**config.mk**
```make
export PLATFORM = sky130hd
export DESIGN_NAME = tpc_tieoff_ctrl
export DESIGN_NICKNAME = d
export VERILOG_FILES = /design/src/tpc_pkg.sv /design/src/tpc_tieoff_ctrl.sv /design/src/tpc_pin_eval.sv
export SDC_FILE = /design/constraint.sdc
export NUM_CORES = 1
export LEC_CHECK = 0
export CAP_MARGIN = 0
export CORE_ASPECT_RATIO = 1.4
export CORE_MARGIN = 2
export CORE_UTILIZATION = 25
export CTS_BUF_LIST = sky130_fd_sc_hd__clkbuf_16
export DETAILED_ROUTE_END_ITERATION = 7
export DONT_BUFFER_PORTS = 1
export PLACE_DENSITY = 0.35
export RECOVER_POWER = 100
export SYNTH_ARGS = -nofsm -noshare
export SYNTH_HDL_FRONTEND = slang
export SYNTH_SLANG_ARGS = --single-unit
```
**constraint.sdc**
```tcl
create_clock -name aclk -period 2.55 [get_ports aclk]
set_input_delay 0.3825 -clock aclk [delete_from_list [all_inputs] [get_ports aclk]]
set_output_delay 0.3825 -clock aclk [all_outputs]
set_load 0.03 [all_outputs]
```
**src/tpc_pkg.sv**
```systemverilog
package tpc_pkg;

  // ---------------------------------------------------------------
  // register indices (byte address = index * 4)
  // ---------------------------------------------------------------
  localparam logic [7:0] IDX_POWER_ENABLE_ONE   = 8'h01;
  localparam logic [7:0] IDX_POWER_ENABLE_THREE = 8'h03;
  localparam logic [7:0] IDX_OUTPUT_BOOST       = 8'h31;
  localparam logic [7:0] IDX_USE_CONTROL        = 8'h40;
  localparam logic [7:0] IDX_TIEOFF_STATUS      = 8'h41;

  localparam int REG_W     = 9;
  localparam int N_OUT     = 5;
  localparam int N_IN      = 4;
  localparam int N_SW      = 4;

  // ---------------------------------------------------------------
  // field positions
  // ---------------------------------------------------------------
  localparam int P1_REF_IMP_LO   = 0;
  localparam int P1_REF_IMP_HI   = 1;
  localparam int P1_VREF_BUF     = 2;
  localparam int P1_ABIAS        = 3;
  localparam int P1_BOOST_BUF    = 8;
  localparam int P3_LV_BIAS      = 4;
  localparam int P3_RSPK_EN      = 5;
  localparam int P3_LSPK_EN      = 6;
  localparam int P3_LINE2_EN     = 7;
  localparam int P3_LINE1_EN     = 8;
  localparam int B49_TIE_IMP     = 0;
  localparam int B49_SPK_BOOST   = 2;
  localparam int B49_LINE2_BOOST = 3;
  localparam int B49_LINE1_BOOST = 4;
  localparam int SW_LSB          = 0;
  localparam int BUF_LSB         = 9;
  localparam int HIZ_BIT         = 11;

  localparam logic [REG_W-1:0] REG_RESET = 9'h000;
  localparam logic [1:0]       RESP_OKAY   = 2'b00;
  localparam logic [1:0]       RESP_SLVERR = 2'b10;

  // tie-off source selection per pin
  typedef enum logic [1:0] { TPC_SRC_NONE, TPC_SRC_VREF, TPC_SRC_BOOSTED } tpc_src_t;

  typedef struct packed {
    logic             active;
    logic             boosted;
  } tpc_out_cfg_t;

  typedef struct packed {
    logic [N_OUT-1:0] out_tie;
    logic [N_OUT-1:0] out_boost_src;
    logic [N_IN-1:0]  in_tie;
    logic             vref_buf_en;
    logic             boost_buf_en;
    logic             high_imp;
  } tpc_tie_t;

endpackage : tpc_pkg

```
**src/tpc_tieoff_ctrl.sv**
```systemverilog
`timescale 1ns/1ps
// Notes on behaviour
// - an output disabled and unpowered by power settings counts as unused
// - an input is unused only when all its internal switches are open
// - used/unused evaluation runs always and cannot be switched off
// - every unused input ties to the reference midrail source
// - unused output ties to 1.5x source if boosted, else reference
// - reference tie-off buffer enabled by register one bit 2
// - boosted tie-off buffer enabled by register one bit 8
// - register 49 bit 0 picks low (0) or high (1) tie impedance
// - tie switches follow used state only, not buffer enables
module tpc_tieoff_ctrl
  import tpc_pkg::*;
(
  input  wire logic                      aclk,            // control clock 40 MHz
  input  wire logic                      aresetn,         // sync reset, low
  input  wire logic [N_IN-1:0][N_SW-1:0] in_switch,       // input switch closures
  input  wire logic [31:0]               s_axi_awaddr,    // write address
  input  wire logic                      s_axi_awvalid,   // write address valid
  output logic                           s_axi_awready,   // write address ready
  input  wire logic [31:0]               s_axi_wdata,     // write data
  input  wire logic [3:0]                s_axi_wstrb,     // write strobes
  input  wire logic                      s_axi_wvalid,    // write data valid
  output logic                           s_axi_wready,    // write data ready
  output logic [1:0]                     s_axi_bresp,     // write response
  output logic                           s_axi_bvalid,    // write response valid
  input  wire logic                      s_axi_bready,    // write response ready
  input  wire logic [31:0]               s_axi_araddr,    // read address
  input  wire logic                      s_axi_arvalid,   // read address valid
  output logic                           s_axi_arready,   // read address ready
  output logic [31:0]                    s_axi_rdata,     // read data
  output logic [1:0]                     s_axi_rresp,     // read response
  output logic                           s_axi_rvalid,    // read data valid
  input  wire logic                      s_axi_rready,    // read data ready
  output logic [N_OUT-1:0]               out_tie_sw_r,    // output tie switch closed
  output logic [N_OUT-1:0]               out_src_boost_r, // output uses 1.5x source
  output logic [N_IN-1:0]                in_tie_sw_r,     // input tie to reference
  output logic                           vref_buf_en_r,   // reference buffer on
  output logic                           boost_buf_en_r,  // 1.5x buffer on
  output logic                           tie_high_imp_r,  // high tie impedance
  output logic [1:0]                     ref_imp_r,       // reference charge impedance
  output logic                           abias_en_r,      // analog bias enable
  output logic                           lv_bias_sel_r    // low-voltage bias select
);

  // ---------------------------------------------------------------
  // registers
  // ---------------------------------------------------------------
  logic [REG_W-1:0] pwr_one_r;
  logic [REG_W-1:0] pwr_three_r;
  logic [REG_W-1:0] boost_ctl_r;
  logic [REG_W-1:0] use_ctl_r;
  logic [31:0]      wa_r;
  logic [31:0]      wd_r;
  logic [3:0]       ws_r;
  logic             wa_ok_r;
  logic             wd_ok_r;
  tpc_out_cfg_t [N_OUT-1:0] out_cfg;
  logic [N_OUT-1:0] eval_out_tie;
  logic [N_OUT-1:0] eval_out_boost;
  logic [N_IN-1:0]  eval_in_tie;
  logic [N_IN-1:0][N_SW-1:0] sw_m_r;
  logic [N_IN-1:0][N_SW-1:0] sw_s_r;
  tpc_tie_t         tie_st;

  function automatic logic [7:0] reg_idx(input logic [31:0] a);
    reg_idx = a[9:2];
  endfunction : reg_idx

  // status word decodes as mapped; writes to it are dropped
  function automatic logic addr_hit(input logic [31:0] a);
    logic [7:0] k;
    k = reg_idx(a);
    addr_hit = (a[1:0] == 2'b00) && (a[31:10] == '0) &&
               (k == IDX_POWER_ENABLE_ONE || k == IDX_POWER_ENABLE_THREE ||
                k == IDX_OUTPUT_BOOST || k == IDX_USE_CONTROL ||
                k == IDX_TIEOFF_STATUS);
  endfunction : addr_hit

  // ---------------------------------------------------------------
  // input synchronisers for pin-side switch states
  // ---------------------------------------------------------------
  always_ff @(posedge aclk)
  begin
    if (!aresetn)
    begin
      sw_m_r <= '0;
      sw_s_r <= '0;
    end
    else
    begin
      // only the second stage feeds the evaluator
      sw_m_r <= in_switch;
      sw_s_r <= sw_m_r;
    end
  end

  // ---------------------------------------------------------------
  // output state from power management
  // ---------------------------------------------------------------
  always_comb
  begin
    out_cfg[0].active  = pwr_three_r[P3_RSPK_EN];
    out_cfg[0].boosted = boost_ctl_r[B49_SPK_BOOST];
    out_cfg[1].active  = pwr_three_r[P3_LSPK_EN];
    out_cfg[1].boosted = boost_ctl_r[B49_SPK_BOOST];
    out_cfg[2].active  = pwr_three_r[P3_LINE2_EN];
    out_cfg[2].boosted = boost_ctl_r[B49_LINE2_BOOST];
    out_cfg[3].active  = pwr_three_r[P3_LINE1_EN];
    out_cfg[3].boosted = boost_ctl_r[B49_LINE1_BOOST];
    // spare output follows the use-control word, never boosted
    out_cfg[4].active  = use_ctl_r[0];
    out_cfg[4].boosted = 1'b0;
  end

  tpc_pin_eval u_eval (
    .aclk        (aclk),
    .aresetn     (aresetn),
    .out_cfg     (out_cfg),
    .in_sw       (sw_s_r),
    .out_tie_r   (eval_out_tie),
    .out_boost_r (eval_out_boost),
    .in_tie_r    (eval_in_tie)
  );

  // ---------------------------------------------------------------
  // tie-off outputs
  // ---------------------------------------------------------------
  always_ff @(posedge aclk)
  begin
    if (!aresetn)
    begin
      out_tie_sw_r    <= '1;
      out_src_boost_r <= '0;
      in_tie_sw_r     <= '1;
      vref_buf_en_r   <= 1'b0;
      boost_buf_en_r  <= 1'b0;
      tie_high_imp_r  <= 1'b0;
      ref_imp_r       <= 2'b00;
      abias_en_r      <= 1'b0;
      lv_bias_sel_r   <= 1'b0;
    end
    else
    begin
      out_tie_sw_r    <= eval_out_tie;
      out_src_boost_r <= eval_out_tie & eval_out_boost;
      in_tie_sw_r     <= eval_in_tie;
      vref_buf_en_r   <= pwr_one_r[P1_VREF_BUF];
      boost_buf_en_r  <= pwr_one_r[P1_BOOST_BUF];
      tie_high_imp_r  <= boost_ctl_r[B49_TIE_IMP];
      // bias and reference settings pass straight to the analog side
      ref_imp_r       <= pwr_one_r[P1_REF_IMP_HI:P1_REF_IMP_LO];
      abias_en_r      <= pwr_one_r[P1_ABIAS];
      lv_bias_sel_r   <= pwr_three_r[P3_LV_BIAS];
    end
  end

  always_comb
  begin
    // live tie-off state gathered for the status word
    tie_st.out_tie       = out_tie_sw_r;
    tie_st.out_boost_src = out_src_boost_r;
    tie_st.in_tie        = in_tie_sw_r;
    tie_st.vref_buf_en   = vref_buf_en_r;
    tie_st.boost_buf_en  = boost_buf_en_r;
    tie_st.high_imp      = tie_high_imp_r;
  end

  // ---------------------------------------------------------------
  // axi write channel
  // ---------------------------------------------------------------
  always_ff @(posedge aclk)
  begin
    if (!aresetn)
    begin
      s_axi_awready <= 1'b0;
      s_axi_wready  <= 1'b0;
      s_axi_bvalid  <= 1'b0;
      s_axi_bresp   <= RESP_OKAY;
      wa_ok_r       <= 1'b0;
      wd_ok_r       <= 1'b0;
      wa_r          <= '0;
      wd_r          <= '0;
      ws_r          <= '0;
      pwr_one_r     <= REG_RESET;
      pwr_three_r   <= REG_RESET;
      boost_ctl_r   <= REG_RESET;
      use_ctl_r     <= REG_RESET;
    end
    else
    begin
      // ready pulses once per beat and never while a response waits
      s_axi_awready <= !wa_ok_r && !s_axi_awready && !s_axi_bvalid && s_axi_awvalid;
      s_axi_wready  <= !wd_ok_r && !s_axi_wready && !s_axi_bvalid && s_axi_wvalid;
      if (s_axi_awvalid && s_axi_awready)
      begin
        wa_r    <= s_axi_awaddr;
        wa_ok_r <= 1'b1;
      end
      if (s_axi_wvalid && s_axi_wready)
      begin
        wd_r    <= s_axi_wdata;
        ws_r    <= s_axi_wstrb;
        wd_ok_r <= 1'b1;
      end
      if (wa_ok_r && wd_ok_r && !s_axi_bvalid)
      begin
        wa_ok_r      <= 1'b0;
        wd_ok_r      <= 1'b0;
        s_axi_bvalid <= 1'b1;
        s_axi_bresp  <= addr_hit(wa_r) ? RESP_OKAY : RESP_SLVERR;
        if (addr_hit(wa_r))
        begin
          case (reg_idx(wa_r))
            IDX_POWER_ENABLE_ONE:
            begin
              if (ws_r[0]) pwr_one_r[7:0] <= wd_r[7:0];
              if (ws_r[1]) pwr_one_r[8]   <= wd_r[8];
            end
            IDX_POWER_ENABLE_THREE:
            begin
              if (ws_r[0]) pwr_three_r[7:0] <= wd_r[7:0];
              if (ws_r[1]) pwr_three_r[8]   <= wd_r[8];
            end
            IDX_OUTPUT_BOOST:
            begin
              if (ws_r[0]) boost_ctl_r[7:0] <= wd_r[7:0];
              if (ws_r[1]) boost_ctl_r[8]   <= wd_r[8];
            end
            IDX_USE_CONTROL:
            begin
              if (ws_r[0]) use_ctl_r[7:0] <= wd_r[7:0];
              if (ws_r[1]) use_ctl_r[8]   <= wd_r[8];
            end
            // read-only status and unmapped words ignore writes
            default:
            begin
            end
          endcase
        end
      end
      else if (s_axi_bvalid && s_axi_bready)
        s_axi_bvalid <= 1'b0;
    end
  end

  // ---------------------------------------------------------------
  // axi read channel
  // ---------------------------------------------------------------
  always_ff @(posedge aclk)
  begin
    if (!aresetn)
    begin
      s_axi_arready <= 1'b0;
      s_axi_rvalid  <= 1'b0;
      s_axi_rdata   <= '0;
      s_axi_rresp   <= RESP_OKAY;
    end
    else
    begin
      s_axi_arready <= !s_axi_arready && !s_axi_rvalid && s_axi_arvalid;
      if (s_axi_arvalid && s_axi_arready)
      begin
        s_axi_rvalid <= 1'b1;
        s_axi_rresp  <= addr_hit(s_axi_araddr) ? RESP_OKAY : RESP_SLVERR;
        // bits above bit 8 read as zero, except in the status word, which fills bits 0 to 16
        s_axi_rdata  <= '0;
        case (reg_idx(s_axi_araddr))
          IDX_POWER_ENABLE_ONE:   s_axi_rdata[REG_W-1:0] <= pwr_one_r;
          IDX_POWER_ENABLE_THREE: s_axi_rdata[REG_W-1:0] <= pwr_three_r;
          IDX_OUTPUT_BOOST:       s_axi_rdata[REG_W-1:0] <= boost_ctl_r;
          IDX_USE_CONTROL:        s_axi_rdata[REG_W-1:0] <= use_ctl_r;
          IDX_TIEOFF_STATUS:
          begin
            s_axi_rdata[SW_LSB +: N_OUT]        <= tie_st.out_tie;
            s_axi_rdata[SW_LSB + N_OUT +: N_IN] <= tie_st.in_tie;
            s_axi_rdata[BUF_LSB]                <= tie_st.vref_buf_en;
            s_axi_rdata[BUF_LSB + 1]            <= tie_st.boost_buf_en;
            s_axi_rdata[HIZ_BIT]                <= tie_st.high_imp;
            s_axi_rdata[HIZ_BIT + 1 +: N_OUT]   <= tie_st.out_boost_src;
          end
          default:
          begin
          end
        endcase
        // misaligned or out-of-range reads return zero
        if (!addr_hit(s_axi_araddr))
          s_axi_rdata <= '0;
      end
      else if (s_axi_rvalid && s_axi_rready)
        s_axi_rvalid <= 1'b0;
    end
  end

endmodule : tpc_tieoff_ctrl

```
**src/tpc_pin_eval.sv**
```systemverilog
`timescale 1ns/1ps
module tpc_pin_eval
  import tpc_pkg::*;
(
  input  wire logic                       aclk,        // control clock
  input  wire logic                       aresetn,     // sync reset, low
  input  wire tpc_out_cfg_t [N_OUT-1:0]   out_cfg,     // per output state
  input  wire logic [N_IN-1:0][N_SW-1:0]  in_sw,       // switch closures
  output logic [N_OUT-1:0]                out_tie_r,   // output unused
  output logic [N_OUT-1:0]                out_boost_r, // use boosted source
  output logic [N_IN-1:0]                 in_tie_r     // input unused
);

  // ---------------------------------------------------------------
  // continuous evaluation
  // ---------------------------------------------------------------
  // never gated off
  always_ff @(posedge aclk)
  begin
    if (!aresetn)
    begin
      out_tie_r   <= '1;
      out_boost_r <= '0;
      in_tie_r    <= '1;
    end
    else
    begin
      for (int i = 0; i < N_OUT; i++)
      begin
        out_tie_r[i]   <= !out_cfg[i].active;
        out_boost_r[i] <= out_cfg[i].boosted;
      end
      for (int j = 0; j < N_IN; j++)
        in_tie_r[j] <= ~|in_sw[j];
    end
  end

endmodule : tpc_pin_eval

```
==> metrics <==
Post CTS Setup Buffer Count 0; Worst Min Path Start aresetn; routed vias/inst 4.51; source of the worst register-to-register timing path s_axi_arready; initial antenna violation count 0; fin util 28.4%; Die W 140 um; PostCTS Resize Cnt 0; Max Cap Viol 0; Post-synth top flop dfxtp_1; Clock Skew 11.0 ps; # port buffers 0; crit share post-route 83.9%; multi-input logic area 0.00287 mm^2; Routability Congestion 0.733; Initial Utilization 25.5%; Cell Area, Synth 0.00650 mm^2; CTS tree done; largest net degree at the start of global routing 161; worst setup path class flip-flop to flip-flop; fraction of registers with async set/reset 0%; Pwr Total 0.00528 W; Register Area 0.00336 mm^2; Hold Buf Count CTS 0; via count of the routed design 4407; Sink Count 168; Avg Cell Area, Syn 9.88 um^2; HPWL after DPL 11400 um; Hold Path Depth 1; reg2reg setup slack 410 ps; Max Buffers Root-to-Sink 2; Detailed Route WL 16200 um; Max Fanout on Critical Path 10; WP data required 2910 ps; TritonCTS Buffers 17; Avg WL per Cell 16.5 um; latest clock arrival within the worst-skew pair 420 ps; number of global-route vias before repair 4644; first-pass GRT wire length 25800 um; Max Clk Rate 468 MHz; reg2reg end s_axi_rdata[6]; CTS clk-pin slew, worst paths 60 ps; crit start category flip-flop; worst IR drop on VDD 443 uV; Power Density 731 mW/mm^2; Tmin final 2140 ps; Slew Limit Fails 0; CTS H-tree lvls 4; Synth Instances 658; router iterations before antenna repair 4; die height 195 um; Final ANT Viol Nets 0; fillers 2675; Synthesis Warnings 0; Least-Margin Pin Slew 1110 ps; Nets 770; core region area 0.0255 mm^2; full die area 0.0273 mm^2; layout cells sized above 1 8.35%; Top Ports 185; DRC errors left 0; RSZ-0062 raised after global routing false; Rows 69; Post-synth EDFFs 0; Synth cell types 47; Setup TNS 0 ps; 1st-iter DRT viols 119; worst r2r path cells 5; synthesized flop and latch total 168; Fin. Hold Viols 0; Root Buffer clkbuf_16; status finished clean; Max-slew headroom 25.8%; GR Overflow Total 0; Lkg Pwr 2.81 nW; Seq/Total Area, Yosys 51.7%; endpoints failing setup 0; # diodes 0; Hold EP u_eval.in_tie_r[0]; area growth from synthesis to layout 11.2%; crit path launch s_axi_arready; arrival time worst endpoint 2500 ps; Worst Hold Class input port to flip-flop; Crit. End Element flip-flop; Total GRT Usage 12.2%
layout by cell type (no fill, tap or decap), drive strengths merged:
| cell type | instances |
|---|---|
| dfxtp | 168 |
| nand2 | 161 |
| a21boi | 52 |
| mux2i | 45 |
| and2 | 43 |
| clkbuf | 20 |
| conb | 19 |
| inv | 12 |
| nand2b | 12 |
| nor4 | 12 |
| mux2 | 9 |
| a22oi | 9 |
| o221ai | 9 |
| o211a | 9 |
| nor3 | 9 |
| clkinv | 8 |
| or4 | 7 |
| nand4 | 7 |
| nor2 | 6 |
| o41ai | 4 |
| and3 | 4 |
| nor2b | 4 |
| buf | 4 |
| nand3 | 3 |
| and3b | 3 |
| clkinvlp | 3 |
| o21ai | 2 |
| or3 | 2 |
| nor4b | 2 |
| and4 | 2 |
| nand4b | 1 |
| a2111oi | 1 |
| nand3b | 1 |
| a21o | 1 |
| a22o | 1 |
| a31oi | 1 |
| a21oi | 1 |
| nor3b | 1 |
| bufinv | 1 |
critical path, cell delays in order (launching register included):
cell,delay [ps]
dfxtp_1,550
nand2_1,120
nand4b_1,450
a2111oi_4,420
clkbuf_2,340
o211a_1,210
kinds of logic (layout without fill, tap and decap cells):
family,count (synthesis),after routing,synth area share (%)
other cells,1,19,0.0577
compound gates,90,90,11.2
mux,54,54,8.49
buf+inv,65,48,5.08
flops,168,168,51.7
simple gates,280,280,23.5
cell type report:
| class | count | area share, % |
|---|---|---|
| sequential | 168 | 46.5 |
| multi-input combinational | 443 | 39.7 |
| clock buffer | 17 | 5.88 |
| tap | 319 | 5.52 |
| clock inverter | 14 | 1.30 |
| timing repair buffer | 7 | 0.606 |
| inverter | 10 | 0.519 |
flip-flops by register name, indices dropped and copies added, names as in the netlist, 5 cells and up:
signal            count
wa_r                 32
out_tie_sw_r          5
sw_m_r               16
boost_ctl_r           9
u_eval.out_tie_r      5
use_ctl_r             9
sw_s_r               16
pwr_three_r           9
wd_r                  9
pwr_one_r             9
s_axi_rdata          16
Yosys cell counts, drive strengths merged, types with 2 or more instances:
master / number / area [um^2]
mux2: 9 / 101
buf: 26 / 183
mux2i: 45 / 450
a21boi: 52 / 390
nor4b: 2 / 17.5
inv: 10 / 37.5
nand3: 3 / 15.0
nor2b: 4 / 25.0
and3b: 3 / 26.3
and2: 43 / 269
and4: 2 / 18.8
o221ai: 9 / 78.8
or3: 2 / 12.5
or4: 7 / 52.6
clkbuf: 29 / 110
dfxtp: 168 / 3360
nor2: 6 / 22.5
o21ai: 2 / 10.0
nor3: 9 / 67.6
o41ai: 4 / 35.0
nand2b: 12 / 75.1
a22oi: 9 / 67.6
nand4: 7 / 80.1
nor4: 12 / 184
nand2: 161 / 604
o211a: 9 / 90.1
and3: 4 / 25.0
how the worst max path moves through the flow:
stage                          end  cells past startpoint  slack, ps
floorplan           s_axi_rdata[0]                      4        720
global placement    boost_ctl_r[0]                      4        530
detailed placement  boost_ctl_r[1]                      4        520
CTS                 pwr_three_r[3]                      4        510
global route        s_axi_rdata[5]                      5        270
finish              s_axi_rdata[6]                      5        410
stage by stage:
step | worst slack [ps] | area, um^2 | hold slack, ps | cells
2_1_floorplan | 719 | 6570 | 374 | 676
3_3_place_gp | 532 | 6730 | 389 | 947
3_5_place_dp | 518 | 6730 | 393 | 947
4_1_cts | 505 | 7250 | 27.4 | 978
5_1_grt | 270 | 7230 | 25.2 | 978
6_report | 411 | 7230 | 59.2 | 978
per-layer routing:
metal  track usage [%]  share of wire [%]
met1              13.9                 41
met2              21.3                 51
met3              4.36                7.1
met4              4.04                1.0
met5                 0                  0
power by group:
part	internal (W)	switching, W	total [W]
registers	0.00268	0.0000492	0.00273
clock network	0.00131	0.00103	0.00233
logic	0.0000854	0.000132	0.000218
total	0.00407	0.00121	0.00528
(Power assumes the default switching activity.)
